File: config.mk
export PLATFORM = sky130hd
export DESIGN_NAME = tmc_timer
export DESIGN_NICKNAME = d
export VERILOG_FILES = /design/src/rtl/tmc_timer.v
export VERILOG_INCLUDE_DIRS = /design/src /design/src/inc
export SDC_FILE = /design/constraint.sdc
export NUM_CORES = 1
export LEC_CHECK = 0
export BUFFER_PORTS_ARGS = -buffer_cell sky130_fd_sc_hd__buf_4
export CORE_AREA = 2 2 81 83
export DETAILED_ROUTE_END_ITERATION = 7
export DIE_AREA = 0 0 83 85
export PLACE_DENSITY_LB_ADDON = 0.25
export REMOVE_ABC_BUFFERS = 1
export SYNTH_ARGS = -nofsm -noshare
export SYNTH_HDL_FRONTEND = slang
export SYNTH_SLANG_ARGS = --single-unit
File: constraint.sdc
create_clock -name clk -period 2.42 [get_ports clk]
set_input_delay 0.484 -clock clk [delete_from_list [all_inputs] [get_ports clk]]
set_output_delay 0.484 -clock clk [all_outputs]
set_load 0.02 [all_outputs]
File: src/inc/tmc_regs.vh
`ifndef TMC_REGS_VH
`define TMC_REGS_VH

// register byte addresses
`define TMC_ADDR_CTRL      8'h00
`define TMC_ADDR_LOW       8'h04
`define TMC_ADDR_HIGH      8'h08
`define TMC_ADDR_STATUS    8'h0c
`define TMC_ADDR_PINS      8'h10

// control register fields
`define TMC_CTL_ON         0
`define TMC_CTL_SRC        1
`define TMC_CTL_SYNCDIS    2
`define TMC_CTL_OSCEN      3
`define TMC_CTL_PS_LO      4
`define TMC_CTL_PS_HI      5
`define TMC_CTL_GATEEN     6
`define TMC_CTL_GATEINV    7
`define TMC_CTL_ALT        8
`define TMC_CTL_W          9
`define TMC_CTL_RESET      9'h000

// status register fields
`define TMC_STA_OVF        0
`define TMC_STA_WAKE       1

// pin register fields
`define TMC_PIN_DIR4       0
`define TMC_PIN_DIR5       1
`define TMC_PIN_OUT4       2
`define TMC_PIN_OUT5       3
`define TMC_PIN_IN4        4
`define TMC_PIN_IN5        5
`define TMC_PIN_W          4
`define TMC_PIN_RESET      4'h3

// prescale-select encodings
`define TMC_PS_DIV1        2'h0
`define TMC_PS_DIV2        2'h1
`define TMC_PS_DIV4        2'h2
`define TMC_PS_DIV8        2'h3

// instruction clock is the system clock divided by four
`define TMC_PHASE_LAST     2'h3
`define TMC_COUNT_RESET    16'h0000
`define TMC_COUNT_ALL_ONES 16'hffff

`endif

File: src/rtl/tmc_timer.v
`timescale 1ns/100ps
`default_nettype none
`include "tmc_regs.vh"

// Overview of operation
// RULE_01: sixteen-bit up-counter read as two bytes
// RULE_02: count byte write replaces that byte immediately
// RULE_03: source picks instruction clock, system clock, pin
// RULE_04: internal source advances per prescaled instruction cycle
// RULE_05: external source counts prescaled rising pin edges
// RULE_06: sync_disable selects asynchronous external counting; here it only permits counting in sleep, pin still synchronised
// RULE_07: counter mode needs falling edge before rising
// RULE_08: prescaler divides by one, two, four, eight
// RULE_09: prescaler hidden, cleared by count byte writes
// RULE_10: osc_enable starts crystal oscillator, runs in sleep
// RULE_11: oscillator usable only with internal or low-power clock
// RULE_12: oscillator forces pin directions input, data zero
// RULE_13: software waits oscillator start-up before timer_on
// RULE_14: asynchronous mode counts in sleep, overflow wakes
// RULE_15: software takes care reading asynchronous counter bytes
// RULE_16: mode switch may lose or add one count
// RULE_17: rollover sets overflow flag until software clears
// RULE_18: prescale codes 11/10/01/00 give 8/4/2/1
// RULE_19: timer_on clear stops counting, holds value
// RULE_20: gate_enable counts only while gate is active
// RULE_21: external pin two-flop synchronised, edge one pulse
module tmc_timer (
   input  wire        clk,          // system clock, 10 MHz
   input  wire        rst,          // synchronous reset, active high
   input  wire        psel,         // apb select
   input  wire        penable,      // apb access phase
   input  wire        pwrite,       // apb direction, high for write
   input  wire [7:0]  paddr,        // apb byte address
   input  wire [31:0] pwdata,       // apb write data
   output reg  [31:0] prdata,       // apb read data
   output reg         pready,       // apb ready
   output reg         pslverr,      // apb error on unmapped address
   input  wire        ext_count_pin,// external count input pin
   input  wire        gate_pin,     // gate signal
   input  wire        pin4_in,      // pin 4 input level
   input  wire        pin5_in,      // pin 5 input level
   output reg         pin4_out,     // pin 4 output level
   output reg         pin4_oe,      // pin 4 drive enable
   output reg         pin5_out,     // pin 5 output level
   output reg         pin5_oe,      // pin 5 drive enable
   input  wire        osc_allowed,  // system clock mode allows the crystal
   input  wire        sleep,        // core asleep
   output reg         osc_run,      // crystal oscillator enable
   output reg         overflow_flag,// sticky rollover flag
   output reg         wake          // wake request on sleep overflow
);

   // apb phase decode
   wire        acc      = psel & penable & pready;
   wire        wr       = acc & pwrite;
   reg  [`TMC_CTL_W-1:0] ctrl;
   reg  [`TMC_PIN_W-1:0] pins;
   reg  [15:0] count;
   reg  [2:0]  pre;
   reg  [1:0]  phase;
   reg         ext_m;
   reg         ext_s;
   reg         ext_d;
   reg         gate_m;
   reg         gate_s;
   reg         p4_m;
   reg         p4_s;
   reg         p5_m;
   reg         p5_s;
   reg         armed;

   // true when the address names a mapped register
   function mapped;
      input [7:0] a;
      begin
         mapped = (a == `TMC_ADDR_CTRL) || (a == `TMC_ADDR_LOW) ||
                  (a == `TMC_ADDR_HIGH) || (a == `TMC_ADDR_STATUS) ||
                  (a == `TMC_ADDR_PINS);
      end
   endfunction

   // prescaler terminal value for a select code
   function [2:0] pre_last;
      input [1:0] ps;
      begin
         case (ps)
            `TMC_PS_DIV1: pre_last = 3'h0; // RULE_18
            `TMC_PS_DIV2: pre_last = 3'h1; // RULE_18
            `TMC_PS_DIV4: pre_last = 3'h3; // RULE_18
            default:      pre_last = 3'h7; // RULE_18
         endcase
      end
   endfunction

   wire wr_low   = wr & (paddr == `TMC_ADDR_LOW);
   wire wr_high  = wr & (paddr == `TMC_ADDR_HIGH);
   wire wr_count = wr_low | wr_high;
   // register strobes, taken at the completing edge
   wire wr_ctrl  = wr & (paddr == `TMC_ADDR_CTRL);
   wire wr_pins  = wr & (paddr == `TMC_ADDR_PINS);
   wire wr_stat  = wr & (paddr == `TMC_ADDR_STATUS);
   wire rd_req   = psel & penable & ~pready & ~pwrite;
   wire on       = ctrl[`TMC_CTL_ON];
   wire src_ext  = ctrl[`TMC_CTL_SRC];
   wire async    = src_ext & ctrl[`TMC_CTL_SYNCDIS]; // RULE_06 RULE_16
   wire osc_on   = ctrl[`TMC_CTL_OSCEN] & osc_allowed; // RULE_11
   wire gate_act = gate_s ~^ ctrl[`TMC_CTL_GATEINV];
   wire rise     = ext_s & ~ext_d; // RULE_21
   wire fall     = ~ext_s & ext_d;

   // raw input tick for the selected source
   reg  raw_tick;
   always @* begin
      if (src_ext) begin
         raw_tick = rise & armed; // RULE_05 RULE_07
      end else if (ctrl[`TMC_CTL_ALT]) begin
         raw_tick = 1'b1; // RULE_03
      end else begin
         raw_tick = (phase == `TMC_PHASE_LAST); // RULE_03 RULE_04
      end
   end

   // counting permitted: on, gated, and awake unless asynchronous
   wire run      = on & (~ctrl[`TMC_CTL_GATEEN] | gate_act) &
                   (~sleep | async); // RULE_19 RULE_20 RULE_14
   wire pre_done = (pre == pre_last(ctrl[`TMC_CTL_PS_HI:`TMC_CTL_PS_LO]));
   wire inc      = run & raw_tick & pre_done & ~wr_count; // RULE_08
   wire roll     = inc & (count == `TMC_COUNT_ALL_ONES);

   // two-flop synchroniser and edge delay for the count pin
   always @(posedge clk) begin
      if (rst) begin
         ext_m  <= 1'b0;
         ext_s  <= 1'b0;
         ext_d  <= 1'b0;
      end else begin
         ext_m  <= ext_count_pin; // RULE_21 RULE_06
         ext_s  <= ext_m;
         ext_d  <= ext_s;
      end
   end

   // two-flop synchronisers for the gate and general pins
   always @(posedge clk) begin
      if (rst) begin
         gate_m <= 1'b0;
         gate_s <= 1'b0;
         p4_m   <= 1'b0;
         p4_s   <= 1'b0;
         p5_m   <= 1'b0;
         p5_s   <= 1'b0;
      end else begin
         gate_m <= gate_pin;
         gate_s <= gate_m;
         p4_m   <= pin4_in;
         p4_s   <= p4_m;
         p5_m   <= pin5_in;
         p5_s   <= p5_m;
      end
   end

   // instruction phase and hidden prescaler
   always @(posedge clk) begin
      if (rst) begin
         phase <= 2'h0;
         pre   <= 3'h0;
      end else begin
         phase <= phase + 2'h1;
         if (wr_count) begin
            pre <= 3'h0; // RULE_09
         end else if (run & raw_tick) begin
            pre <= pre_done ? 3'h0 : pre + 3'h1; // RULE_08 RULE_04
         end
      end
   end

   // a pin already high at enable must fall before it counts
   // falling-edge arming for counter mode
   always @(posedge clk) begin
      if (rst | wr_count) begin
         armed <= 1'b0; // RULE_07
      end else if (!on && ext_s) begin
         armed <= 1'b0; // RULE_07
      end else if (on && fall) begin
         armed <= 1'b1; // RULE_07
      end
   end

   // the counter; byte writes take precedence over increments
   always @(posedge clk) begin
      if (rst) begin
         count <= `TMC_COUNT_RESET;
      end else if (wr_low) begin
         count[7:0] <= pwdata[7:0]; // RULE_02
      end else if (wr_high) begin
         count[15:8] <= pwdata[7:0]; // RULE_02
      end else if (inc) begin
         count <= count + 16'h0001; // RULE_01
      end
   end

   // control register
   always @(posedge clk) begin
      if (rst) begin
         ctrl <= `TMC_CTL_RESET;
      end else if (wr_ctrl) begin
         ctrl <= pwdata[`TMC_CTL_W-1:0];
      end
   end

   // pin register; directions reset to input
   always @(posedge clk) begin
      if (rst) begin
         pins <= `TMC_PIN_RESET;
      end else if (wr_pins) begin
         pins <= pwdata[`TMC_PIN_W-1:0];
      end
   end

   // sticky overflow flag: a set in the clearing cycle wins
   always @(posedge clk) begin
      if (rst) begin
         overflow_flag <= 1'b0;
      end else if (roll) begin
         overflow_flag <= 1'b1; // RULE_17
      end else if (wr_stat && !pwdata[`TMC_STA_OVF]) begin
         overflow_flag <= 1'b0; // RULE_17
      end
   end

   // wake request, held until the core leaves sleep
   always @(posedge clk) begin
      if (rst) begin
         wake <= 1'b0;
      end else if (roll & sleep & async) begin
         wake <= 1'b1; // RULE_14
      end else if (!sleep) begin
         wake <= 1'b0;
      end
   end

   // oscillator and pin drivers
   always @(posedge clk) begin
      if (rst) begin
         osc_run  <= 1'b0;
         pin4_out <= 1'b0;
         pin4_oe  <= 1'b0;
         pin5_out <= 1'b0;
         pin5_oe  <= 1'b0;
      end else begin
         osc_run  <= osc_on; // RULE_10 RULE_11
         pin4_out <= pins[`TMC_PIN_OUT4];
         pin5_out <= pins[`TMC_PIN_OUT5];
         pin4_oe  <= ~pins[`TMC_PIN_DIR4] & ~osc_on; // RULE_12
         pin5_oe  <= ~pins[`TMC_PIN_DIR5] & ~osc_on; // RULE_12
      end
   end

   // read view of the pin register
   reg [31:0] pin_view;
   always @* begin
      pin_view = 32'h0000_0000;
      pin_view[`TMC_PIN_DIR4] = pins[`TMC_PIN_DIR4] | osc_on; // RULE_12
      pin_view[`TMC_PIN_DIR5] = pins[`TMC_PIN_DIR5] | osc_on; // RULE_12
      pin_view[`TMC_PIN_OUT4] = pins[`TMC_PIN_OUT4];
      pin_view[`TMC_PIN_OUT5] = pins[`TMC_PIN_OUT5];
      pin_view[`TMC_PIN_IN4]  = p4_s & ~osc_on; // RULE_12
      pin_view[`TMC_PIN_IN5]  = p5_s & ~osc_on; // RULE_12
   end

   // read data for the addressed register, zero elsewhere
   reg [31:0] next_prdata;
   always @* begin
      next_prdata = 32'h0000_0000;
      if (rd_req) begin
         case (paddr)
            `TMC_ADDR_CTRL:   next_prdata = {23'h0, ctrl};
            `TMC_ADDR_LOW:    next_prdata = {24'h0, count[7:0]}; // RULE_01
            `TMC_ADDR_HIGH:   next_prdata = {24'h0, count[15:8]}; // RULE_01
            `TMC_ADDR_STATUS: next_prdata = {30'h0, wake, overflow_flag};
            `TMC_ADDR_PINS:   next_prdata = pin_view;
            default:          next_prdata = 32'h0000_0000;
         endcase
      end
   end

   // apb slave: one wait state, registered answer
   always @(posedge clk) begin
      if (rst) begin
         pready  <= 1'b0;
         pslverr <= 1'b0;
         prdata  <= 32'h0000_0000;
      end else begin
         pready  <= psel & penable & ~pready;
         pslverr <= psel & penable & ~pready & ~mapped(paddr);
         prdata  <= next_prdata;
      end
   end

endmodule
`default_nettype wire

### Word level (Yosys, flattened, before mapping)

Cells that the tools add are included.

| storage, ports and cells | value |
|---|---|
| register bits | 85 |
| bits of input ports | 51 |
| output and inout port bits | 41 |
| word-level logic and storage cells | 120 |

| operators by class | value |
|---|---|
| add/subtract/negate cells | 3 |
| equality and inequality tests | 11 |
| mux-type cells | 13 |
| bitwise operators | 48 |
| reductions and logical operators | 19 |

Operator list:

| cell | number |
|---|---|
| $pmux 9 s5 | 1 |
| $and 1x1->1 | 28 |
| $mux 8 | 3 |
| $add 16x1->16 const B | 1 |
| $eq 16x16->1 const B | 1 |
| $eq 8x4->1 const B | 2 |
| $mux 16 | 1 |
| $not 1->1 | 13 |
| $pmux 3 s3 | 1 |
| $eq 8x3->1 const B | 1 |
| $eq 8x5->1 const B | 1 |
| $logic_not 8->1 | 1 |
| $mux 1 | 6 |
| $or 1x1->1 | 6 |
| $reduce_bool 2->1 | 3 |
| $reduce_or 2->1 | 3 |
| $eq 2x2->1 const B | 2 |
| $logic_or 1x1->1 | 4 |
| $reduce_and 2->1 | 2 |
| $add 3x1->3 const B | 1 |
| $eq 3x3->1 | 1 |
| $logic_and 1x1->1 | 3 |
| $mux 3 | 1 |
| $add 2x1->2 const B | 1 |
| 6 further kinds | 7 |

### Logic depth before layout (Yosys ltp)

Gate-level depths: netlist (run 1).

| depth | value |
|---|---|
| word-level depth | 11 |
| mapped depth | 8 |
| depth with buffers taken out | 7 |

### Worst setup path before layout (run 1)

OpenSTA, ideal clock, no wires.

| timing path | value |
|---|---|
| path kind | input -> register |
| from | in paddr[7] |
| to | reg count[8] |
| library setup time | 134 ps |
| arrival | 1956 ps |
| required time | 2286 ps |
| slack | 330 ps |
| stages | 6 |
| path buffers | 0 |
| cell sequence | nor4_4 nand2_4 nor3_1 nor4_1 and3_1 or4_1 |

| between the ends | value |
|---|---|
| word-level cells in the longest chain between the ends | 7 |
| elaborated cells on any way between the ends | 11 |
| classes of those cells | 2 x eq/ne; 1 x mux; 6 x bitwise; 2 x reduce/logical |

Ends and longest elaborated chain:

| item | RTL line | source |
|---|---|---|
| from (decl) | tmc_timer.v:33 | `input wire [7:0] paddr,` |
| $eq 8x3->1 / $eq 8x4->1 (equally long branches) | - |  |
| $and 1x1->1, on equally long branches | tmc_timer.v:95, tmc_timer.v:96 |  |
| $or 1x1->1 | tmc_timer.v:97 | `wire wr_count = wr_low \| wr_high;` |
| $not 1->1 | tmc_timer.v:127 | `wire inc = run & raw_tick & pre_done & ~wr_count;` |
| $and 1x1->1 | tmc_timer.v:127 |  |
| $reduce_bool 2->1 (no source line) | - |  |
| $reduce_and 2->1 (no source line) | - |  |
| to (signal assigned) | tmc_timer.v:192 | `` count <= `TMC_COUNT_RESET; `` |
| to (signal assigned) | tmc_timer.v:196 | `count[15:8] <= pwdata[7:0];` |
| to (signal assigned) | tmc_timer.v:198 | `count <= count + 16'h0001;` |
| to (decl) | tmc_timer.v:58 | `reg [15:0] count;` |

Parallel ways exist; a longest one is shown, timed or not.
A chain may end at the register's enable or synchronous reset.

### Final worst setup path (run 1)

| timing path | value |
|---|---|
| from | reg pre[1] |
| to | reg count[8] |

| between the ends | value |
|---|---|
| word-level cells in the longest chain between the ends | 5 |

Ends and longest elaborated chain:

| item | RTL line | source |
|---|---|---|
| from (decl) | tmc_timer.v:59 | `reg [2:0] pre;` |
| from (signal assigned) | tmc_timer.v:172 | `pre <= pre_done ? 3'h0 : pre + 3'h1;` |
| $eq 3x3->1 | tmc_timer.v:126 | `` wire pre_done = (pre == pre_last(ctrl[`TMC_CTL_PS_HI:`TMC_CTL_PS_LO])); `` |
| $and 1x1->1 (2 in series) | tmc_timer.v:127 |  |
| $reduce_bool 2->1 (no source line) | - |  |
| $reduce_and 2->1 (no source line) | - |  |

Every way passes these cells.

==> impl_results.md, run 1 <==
* Outcome: finished clean
* 1st-iter DRT viols at 223
* Post-Syn Area per Cell at 8.66 um^2
* Via/cell ratio at 5.63
* CTS Hold Bufs at 0
* GPL Wtd Cong at 0.926
* RSZ-0062 raised after global routing: false
* Vias in the first global route at 2648
* CP Max Fanout at 11
* Ports at 92
* DR vias at 2821
* Hold_sp: pin5_in
* Critical path cell sequence: and3_1 -> o211ai_1 -> and3_4 -> nor3_2 -> buf_4 -> and3_1 -> or4_1
* Die Area at 7060 um^2
* Die Wd at 83 um
* Worst Reg-to-Reg Cells at 7
* Cell Area, Synth at 3130 um^2
* Post-Place Cells at 486
* Cell family with most CP delay: simple AND/OR/NAND/NOR gates
* Leak at 1.51 nW
* Port bufs at 45
* Layout Skew at 0.00814 ns
* Total number of H-tree levels at 3
* #FFs+latches synth at 62
* VDD IR-drop max at 0.406 mV
* GR Layer Usage met2 at 36.5%
* Mapped Cells at 362
* Minimum clock period at 2.09 ns
* Total inserted antenna cells at 0
* Required @ worst endpoint at 2.63 ns
* Max incr delay on CP at 0.51 ns
* Clk_lat worst skew at 0.34 ns
* Most numerous cell on the critical path: and3_1
* Max-cap violations at 0
* Syn-to-layout area delta at 21.0%
* CP startpoint kind: flip-flop
* Die H at 85 um
* Yosys top cell area share at 39.6%
* YS warnings at 0
* GRT Residual Overflow at 0
* R2R Setup Slk at 0.33 ns
* CORE AREA at 6200 um^2
* Sink Count at 62
* Pwr per Cell Area at 602 nW/um^2
* Setup slack after layout at 0.331 ns
* Fmax achieved at 0.479 GHz
* Met1 Use GR at 29.6%
* Row cnt at 29
* Yosys top cell by area: dfxtp_1
* Final ANT Viol Nets at 0
* NumNets Final at 474
* Global routing usage on met3 at 4.96%
* Worst-case hold path end point: p5_m
* Pwr Total at 0.00228 W
* Tot GR Track Use at 22.8%
* Worst r2r src: pre[1]
* Hold slack final at 0.355 ns
* CP Capture Type: flip-flop
* Final Setup Violations at 0
* Final Routed Wirelength at 7870 um
* CP max-delay cell: or4_1
* DR WL/cell at 15.7 um
* Largest net degree at the start of global routing at 29
* Type of the worst min-delay path: input port to flip-flop
* Cts repair resizes at 0
* Fin cells at 501
* Hold Vio Cnt, Final at 0
* Number of synthesized flops with an enable pin at 0
* First-pass GRT wire length at 12800 um
* Synth top area cells: dfxtp_1 (40%), buf_4 (5.5%), nor2_1 (4.2%), nor2b_1 (4.0%), nand2_1 (3.8%)
* Starting Density at 50.5%
* Initial DRT Pass Iterations at 4
* Hold Path Depth at 2
* Dpl ws at 0.108 ns
* Seq/Total Area, Yosys at 39.6%
* Setup TNS at 0 ns
* Grt peak-use layer: met2
* CTS Buffer Depth at 2
* R2r endpoint: count[8]
* Crit share post-route at 86.3%
* Clock slew at reported path FFs at 0.07 ns
* Post-synthesis cell type count at 59
* Top_reg_cell synth: dfxtp_1
* Synth async-reset ratio at 0%
* CP bufs+invs at 1
* DRC at 0
* CTS tree: built
* Layout cell share with drive strength beyond 1 at 22.2%
* TritonCTS buffer count at 9
* CTS Root Cell: clkbuf_8
* Initial antenna violation count at 0
* Setup Buffers After CTS at 0
* Hpwl dp at 5790 um
* Max-slew violation count at 0
* Stages on the worst setup path at 7
* CP arrival at 2.30 ns
* CP Class: flip-flop to flip-flop
[sequential cells by signal (all words and copies together), names as in the netlist, 2 cells and up]
register / flops
pre: 3
count: 16
pins: 4
ctrl: 9
prdata: 9
phase: 2
[final cells by class]
cell class	instances	area, um^2
Sequential cell	62	1240
Inverter	3	11.3
Clock inverter	4	95.1
Tap cell	77	96.3
Clock buffer	11	141
Fill cell	559	2410
Multi-Input combinational cell	280	1730
Timing Repair Buffer	64	480
[layout by cell type, fill, tap and decap left out, types with 10 or more instances in the layout]
master / synthesis / final
clkbuf_8: 0 / 10
nor2_1: 35 / 35
nand3_1: 19 / 19
nor2b_1: 20 / 20
a21oi_1: 22 / 22
conb_1: 1 / 23
dfxtp_1: 62 / 62
nor3_1: 12 / 12
nand2_1: 32 / 32
buf_4: 23 / 64
[power by group]
part	internal (W)	total, W	leakage (nW)	switching, W
Sequential	0.00103	0.00104	0.502	0.00000397
Combinational	0.0000550	0.000152	0.893	0.0000968
Clock	0.000705	0.00109	0.119	0.000389
Total	0.00179	0.00228	1.51	0.000490
[cell usage after synthesis (2+ instances only)]
| master | n |
|---|---|
| o21ai_0 | 7 |
| nand3_1 | 19 |
| nand4b_1 | 2 |
| nor2b_1 | 20 |
| nor3b_1 | 3 |
| a211oi_1 | 8 |
| dfxtp_1 | 62 |
| or4_1 | 2 |
| inv_1 | 3 |
| nor4_2 | 2 |
| nand3b_1 | 3 |
| clkbuf_1 | 10 |
| a211o_1 | 5 |
| xnor2_1 | 7 |
| and4_1 | 3 |
| nand4_1 | 4 |
| a31oi_1 | 2 |
| nor4_1 | 5 |
| nand2_1 | 32 |
| nor2_1 | 35 |
| mux4_2 | 2 |
| buf_2 | 4 |
| buf_1 | 2 |
| a22oi_1 | 2 |
| ha_1 | 3 |
| a32oi_1 | 2 |
| mux2i_1 | 6 |
| o22ai_1 | 3 |
| buf_4 | 23 |
| or3_1 | 2 |
| and3_1 | 8 |
| mux2_2 | 2 |
| a311oi_1 | 3 |
| and2_1 | 6 |
| nand2b_1 | 4 |
| nor3_1 | 12 |
| a21oi_1 | 22 |
[worst register-to-register path: cells and delay by family, from the launching register on]
family	cells	cell delay, ns
and+or+nand+nor	5	1.25
AOI/OAI and AO/OA	1	0.21
DFF	1	0.35
buffers and inverters	1	0.15
[stage by stage]
step                util, %  area (um^2)
floorplan                 -         2980
CTS                    61.1         3790
detailed placement     57.3         3560
global placement       57.3         3560
finish                 61.1         3790
global route           61.1         3790
[logic make-up (layout without fill, tap and decap cells)]
| kind of cell | after synthesis | after routing | share of synthesized area, % |
|---|---|---|---|
| simple gates | 173 | 173 | 31.0 |
| compound gates | 63 | 63 | 13.8 |
| flops | 62 | 62 | 39.6 |
| buf+inv | 42 | 82 | 7.94 |
| mux | 10 | 10 | 4.07 |
| xor+xnor | 8 | 8 | 2.24 |
| fa+ha+maj | 3 | 3 | 1.20 |
| other cells | 1 | 23 | 0.120 |
[routing by layer]
layer  wire length, um  share of wire [%]
met2              3670                 47
met5                 0                  0
met4               180                2.3
met1              3510                 45
met3               504                6.4
[worst max-delay path by stage]
| stage | startpoint | endpoint | slack [ns] |
|---|---|---|---|
| floorplan | paddr[7] | count[11] | 0.25 |
| global placement | paddr[7] | count[8] | 0.16 |
| detailed placement | paddr[7] | count[8] | 0.11 |
| CTS | pre[1] | count[8] | 0.33 |
| global route | phase[0] | count[8] | 0.19 |
| finish | pre[1] | count[8] | 0.33 |
Note: power is estimated with default switching activity, not from simulation.
==> run 2, diff against run 1 <==
- CORE_AREA: 2 2 81 83 -> 3 3 88 90
- DIE_AREA: 0 0 83 85 -> 0 0 91 93
- TNS_END_PERCENT: default -> 20
==> run 2 against run 1 <==
Flip-flop and latch count is the same. Clock power shrank 13%. Largest cell class unchanged. Critical endpoint unchanged. Critical path type unchanged. First-iteration DRC count shrank 7.2%. Count of clock-buffer cells in the layout shrank 1. Sequential power is essentially flat. Via count shrank 0.99%.
==> impl_results.md, run 2 (synthesized netlist as in run 1, its figures left out) <==
* Outcome: finished clean
* GRT Residual Overflow at 0 (unchanged)
* Largest net degree at the start of global routing at 30 (+3.4%)
* Row cnt at 31 (+6.9%)
* Starting Density at 43.9% (-6.6 points)
* Setup TNS at 0 ns (unchanged)
* Hpwl dp at 5910 um (+2.0%)
* Die Wd at 91 um (+9.6%)
* CORE AREA at 7140 um^2 (+15%)
* CP max-delay cell: or4_1
* DR vias at 2793 (-0.99%)
* Die Area at 8460 um^2 (+20%)
* First-pass GRT wire length at 13000 um (+1.2%)
* Die H at 93 um (+9.4%)
* CP startpoint kind: flip-flop
* Syn-to-layout area delta at 20.2%
* Clk_lat worst skew at 0.34 ns (about the same)
* Crit share post-route at 85.3% (-1.1 points)
* Type of the worst min-delay path: input port to flip-flop
* TritonCTS buffer count at 9 (unchanged)
* RSZ-0062 raised after global routing: false
* Max-slew violation count at 0 (unchanged)
* Initial DRT Pass Iterations at 4 (unchanged)
* Most common cell after layout, fill and taps aside: dfxtp_1
* DRC at 0 (unchanged)
* FILL cells at 704 (+26%)
* Setup Buffers After CTS at 0 (unchanged)
* CTS tree: built
* Cts repair resizes at 0 (unchanged)
* Critical path cell sequence: and3_1 -> o211ai_1 -> and3_4 -> nor3_2 -> buf_4 -> and3_1 -> or4_1
* Max incr delay on CP at 0.48 ns (-0.03 ns)
* Most frequent cells in the layout: dfxtp_1 (62), buf_4 (61), nor2_1 (35)
* Most numerous cell on the critical path: and3_1
* Required @ worst endpoint at 2.63 ns (about the same)
* VDD IR-drop max at 0.309 mV (-24%)
* Pwr Total at 0.00213 W (-6.7%)
* Vias in the first global route at 2621 (-1.0%)
* Layout Skew at 0.0107 ns (+0.00256 ns)
* CTS Root Cell: clkbuf_8
* Final Routed Wirelength at 8030 um (+2.1%)
* Final ANT Viol Nets at 0 (unchanged)
* Tot GR Track Use at 19.5% (-3.3 points)
* CP Capture Type: flip-flop
* CP Max Fanout at 11 (unchanged)
* Initial antenna violation count at 0 (unchanged)
* Final Setup Violations at 0 (unchanged)
* Max reg flops at 16 (unchanged)
* Total inserted antenna cells at 0 (unchanged)
* CTS Hold Bufs at 0 (unchanged)
* Hold Vio Cnt, Final at 0 (unchanged)
* 1st-iter DRT viols at 207 (-7.2%)
* GPL Wtd Cong at 0.888 (-4.1%)
* Fmax achieved at 0.485 GHz (+1.2%)
* Pwr per Cell Area at 565 nW/um^2 (-6.1%)
* Ports at 92 (unchanged)
* NumNets Final at 471 (-0.63%)
* Total number of H-tree levels at 3 (unchanged)
* Port bufs at 45 (unchanged)
* Minimum clock period at 2.06 ns (-0.0256 ns)
* Sink Count at 62 (unchanged)
* Max-cap violations at 0 (unchanged)
* Leak at 1.48 nW (-2.0%)
* Via/cell ratio at 5.36 (-4.8%)
* CP Class: flip-flop to flip-flop
* CTS Buffer Depth at 2 (unchanged)
* Layout cell share with drive strength beyond 1 at 22.0% (-0.13 points)
* Top reg by flops: count
* DR WL/cell at 15.4 um (-1.9%)
* Clock slew at reported path FFs at 0.08 ns (about the same)
* Registers with the most flip-flops: count (16), ctrl (9), prdata (9)
* CP arrival at 2.28 ns (-0.02 ns)
## run 2: changes by cell type in the layout (fill, tap and decap cells not counted), sizes merged
cell / previous run / this run
clkbuf: 11 / 10
clkinvlp: 0 / 1
clkinv: 1 / 2
buf: 64 / 61
bufinv: 3 / 1
inv: 3 / 5
## run 2: stage by stage
step           instances  setup slack [ns]  hold WS [ns]  area (um^2)  util [%]
5_1_grt              521             0.178         0.344         3770      52.8
3_3_place_gp         505             0.162         0.410         3560      49.9
6_report             521             0.356         0.350         3770      52.8
2_1_floorplan        345             0.250         0.395         2980         -
4_1_cts              521             0.351         0.335         3770      52.8
3_5_place_dp         505             0.148         0.425         3560      49.9
## run 2: path summary, 6_finish.rpt
| kind | startpoint | end | slack [ns] | depth (start not counted) |
|---|---|---|---|---|
| worst max register to register | pre[1] | count[8] | 0.36 | 7 |
| worst min-delay path | pin4_in | p4_m | 0.35 | 2 |
| worst max-delay path | pre[1] | count[8] | 0.36 | 7 |
| worst min register to register | phase[0] | phase[0] | 0.43 | 1 |
## run 2: power by group
| group | switching [W] | total (W) | internal, W |
|---|---|---|---|
| Combinational | 0.0000956 | 0.000149 | 0.0000536 |
| Clock | 0.000435 | 0.000945 | 0.000511 |
| Sequential | 0.00000375 | 0.00103 | 0.00103 |
| Total | 0.000534 | 0.00213 | 0.00159 |
## run 2: area by class of cell
cell class	count	area, um^2	share of cell area [%]
sequential	62	1240	32.9
tap	99	124	3.29
clock buffer	10	138	3.65
clock inverter	6	68.8	1.83
inverter	3	11.3	0.299
multi-input combinational	280	1730	45.8
timing repair buffer	61	458	12.2
## run 2: worst max-delay path, delay by kind of cell (launching register included)
family                 cells  cell delay [ns]
AND/OR/NAND/NOR            5             1.21
flip-flops                 1             0.36
AO/OA/AOI/OAI              1             0.22
buffers and inverters      1             0.15
## run 2: layer usage
metal | wire (um) | up-vias | global-route usage, % | share of wire (%)
met1 | 3550 | 1310 | 25.9 | 44
li1 | - | 1364 | - | -
met3 | 607 | 10 | 4.91 | 7.6
met2 | 3730 | 109 | 30.3 | 46
met5 | 0 | - | 0 | 0
met4 | 145 | 0 | 7.41 | 1.8
==> run 3, diff against run 2 <==
- ABC_AREA: default -> 1
- CELL_PAD_IN_SITES_DETAIL_PLACEMENT: default -> 1
- CELL_PAD_IN_SITES_GLOBAL_PLACEMENT: default -> 1
- CORE_AREA: 3 3 88 90 -> 3 3 102 104
- DIE_AREA: 0 0 91 93 -> 0 0 105 107
==> run 3 against run 2 <==
Power is 1.8% lower. Largest cell class unchanged. Global-route usage is 0.59 points lower. Via count is 17% higher. Fmax is 17% higher.
==> impl_results.md, run 3 <==
* Top_reg_cell synth: dfxtp_1
* Switching fraction of total power at 25.9% (+0.78 points)
* Layout cell share with drive strength beyond 1 at 21.9% (-0.12 points)
* Total number of H-tree levels at 3 (unchanged)
* Max reg flops at 16 (unchanged)
* Final ANT Viol Nets at 0 (unchanged)
* Seq/Total Area, Yosys at 35.4% (-4.2 points)
* Most frequent cells in the layout: nand2_1 (98), dfxtp_1 (62), nor2_1 (59)
* Post-Place Cells at 660 (+31%)
* Sink Count at 62 (unchanged)
* FILL cells at 1271 (+81%)
* Final Setup Violations at 0 (unchanged)
* Yosys top cell by area: dfxtp_1
* Cts repair resizes at 0 (unchanged)
* Hold Vio Cnt, Final at 0 (unchanged)
* CP Max Fanout at 5 (-6)
* VDD IR-drop max at 0.251 mV (-19%)
* Most common cell in the synthesized netlist: nand2_1
* Row cnt at 36 (+16%)
* CTS Hold Bufs at 0 (unchanged)
* Ports at 92 (unchanged)
* Setup TNS at 0 ns (unchanged)
* Pwr Total at 0.00209 W (-1.8%)
* Type of the worst min-delay path: input port to flip-flop
* YS warnings at 0 (unchanged)
* Commonest cells in the netlist: nand2_1 (98), dfxtp_1 (62), nor2_1 (59)
* DR vias at 3267 (+17%)
* Minimum clock period at 1.77 ns (-0.293 ns)
* Post-synthesis cell type count at 41 (-31%)
* NumNets Final at 592 (+26%)
* Via/cell ratio at 4.83 (-9.8%)
* TritonCTS buffer count at 9 (unchanged)
* Critical path cell sequence: ha_1 -> nand3_1 -> inv_1 -> nand2_2 -> nor2_1 -> nand3_1 -> nor2_2 -> nand3b_1 -> a21oi_1
* Post-Syn Area per Cell at 7.16 um^2 (-17%)
* Total inserted antenna cells at 0 (unchanged)
* First-pass GRT wire length at 16600 um (+28%)
* Top reg by flops: count
* Synth async-reset ratio at 0% (unchanged)
* Clk_lat worst skew at 0.35 ns (about the same)
* Initial antenna violation count at 0 (unchanged)
* CP Class: flip-flop to flip-flop
* CTS tree: built
* Int Pwr at 0.00155 W (-2.8%)
* Tot GR Track Use at 18.9% (-0.59 points)
* GRT Residual Overflow at 0 (unchanged)
* DRC at 0 (unchanged)
* Cell Area, Synth at 3510 um^2 (+12%)
* Die Wd at 105 um (+15%)
* Layout Skew at 0.00637 ns (-0.00433 ns)
* Required @ worst endpoint at 2.70 ns (+0.07 ns)
* CORE AREA at 9640 um^2 (+35%)
* Die H at 107 um (+15%)
* Combinational power share at 7.4% (+0.4 points)
* Syn-to-layout area delta at 16.0%
* Sw power at 0.000541 W (+1.3%)
* Leak at 1.77 nW (+20%)
* Setup Buffers After CTS at 0 (unchanged)
* Fin cells at 676 (+30%)
* Seq pwr share at 49.5% (+0.9 points)
* DR WL/cell at 14.9 um (-3.3%)
* Registers with the most flip-flops: count (16), ctrl (9), prdata (9)
* Outcome: finished clean
* GPL Wtd Cong at 0.887 (-0.10%)
* Max-slew violation count at 0 (unchanged)
* Mapped Cells at 490 (+35%)
* Hpwl dp at 7910 um (+34%)
* 1st-iter DRT viols at 154 (-26%)
* CP Capture Type: flip-flop
* Max incr delay on CP at 0.44 ns (-0.04 ns)
* CP startpoint kind: flip-flop
* Die Area at 11200 um^2 (+33%)
* Port bufs at 45 (unchanged)
* Yosys top cell area share at 35.4% (-4.2 points)
* Max-cap violations at 0 (unchanged)
* Fmax achieved at 0.565 GHz (+17%)
* Clock slew at reported path FFs at 0.07 ns (about the same)
* Initial DRT Pass Iterations at 4 (unchanged)
* Number of synthesized flops with an enable pin at 0 (unchanged)
* CP arrival at 2.05 ns (-0.23 ns)
* Synth top area cells: dfxtp_1 (35%), nand2_1 (10%), nor2_1 (6.3%), inv_1 (5.9%), nand3_1 (5.3%)
* CTS Root Cell: clkbuf_8
* Most numerous cell on the critical path: nand3_1
* Most common cell after layout, fill and taps aside: nand2_1
* Final Routed Wirelength at 10100 um (+26%)
* RSZ-0062 raised after global routing: false
* Vias in the first global route at 3350 (+28%)
* CP max-delay cell: dfxtp_1
* Clock Power Share at 43.1% (-1.3 points)
* Register Area at 1240 um^2 (unchanged)
* CTS Buffer Depth at 2 (unchanged)
* Largest net degree at the start of global routing at 32 (+6.7%)
* Pwr per Cell Area at 514 nW/um^2 (-9.1%)
* Starting Density at 36.4% (-7.5 points)
* Crit share post-route at 73.2% (-12 points)
* #FFs+latches synth at 62 (unchanged)
* Multi-input logic area at 1880 um^2 (+8.8%)
[run 3: cell count changes in the layout (fill, tap and decap cells not counted), sizes merged, moves of 12 or more]
cell,change
inv,+59
nor2,+35
a21oi,+12
nand2,+79
nor2b,-20
buf,-15
nand3,+24
o21ai,+27
[run 3: metrics by stage]
step	cell area (um^2)	hold slack (ns)	util [%]	worst slack, ns
2_1_floorplan	3370	0.388	-	0.897
3_3_place_gp	3880	0.397	40.3	0.542
3_5_place_dp	3880	0.398	40.3	0.490
4_1_cts	4070	0.329	42.2	0.672
5_1_grt	4070	0.352	42.2	0.465
6_report	4070	0.341	42.2	0.650
[run 3: final cells by class]
type / instances / share of cell area, %
clock inverter: 6 / 1.54
inverter: 66 / 6.12
timing repair buffer: 46 / 8.48
multi-input combinational: 353 / 46.1
sequential: 62 / 30.5
clock buffer: 10 / 3.14
tap: 133 / 4.09
[run 3: kinds of logic (layout without fill, tap and decap cells)]
kind of cell	count (synthesis)	count (layout)	synth area share, %
buf+inv	97	128	13.5
flops	62	62	35.4
xor+xnor	4	4	0.998
compound gates	80	80	13.4
other cells	1	23	0.107
simple gates	243	243	35.6
fa+ha+maj	3	3	1.07
[run 3: metal layers]
metal  share of wire (%)  GRT usage, %
met1                  45          23.8
met5                   0             0
met4                 3.2          8.34
met2                  48          31.0
met3                 4.2          4.09
[run 3: power by group through the flow]
stage               clock network, W  registers, W  logic [W]
finish                      0.000901       0.00103   0.000155
CTS                         0.000919       0.00103   0.000156
global route                0.000962       0.00104   0.000171
global placement                   0       0.00106   0.000152
detailed placement                 0       0.00106   0.000155
floorplan                          0       0.00106  0.0000800
[run 3: critical path: cells and delay by family (launching register included)]
kind | cells | cell delay (ns)
AOI/OAI and AO/OA | 1 | 0.11
adders and majority gates | 1 | 0.28
buffers and inverters | 1 | 0.22
DFF | 1 | 0.44
and+or+nand+nor | 6 | 0.66
[run 3: worst paths after layout]
path	from	endpoint	slack (ns)	depth (start not counted)
setup reg to reg	count[1]	wake	0.65	9
setup / recovery	count[1]	wake	0.65	9
hold reg to reg	ext_m	ext_s	0.41	2
hold / removal	pin5_in	p5_m	0.34	3
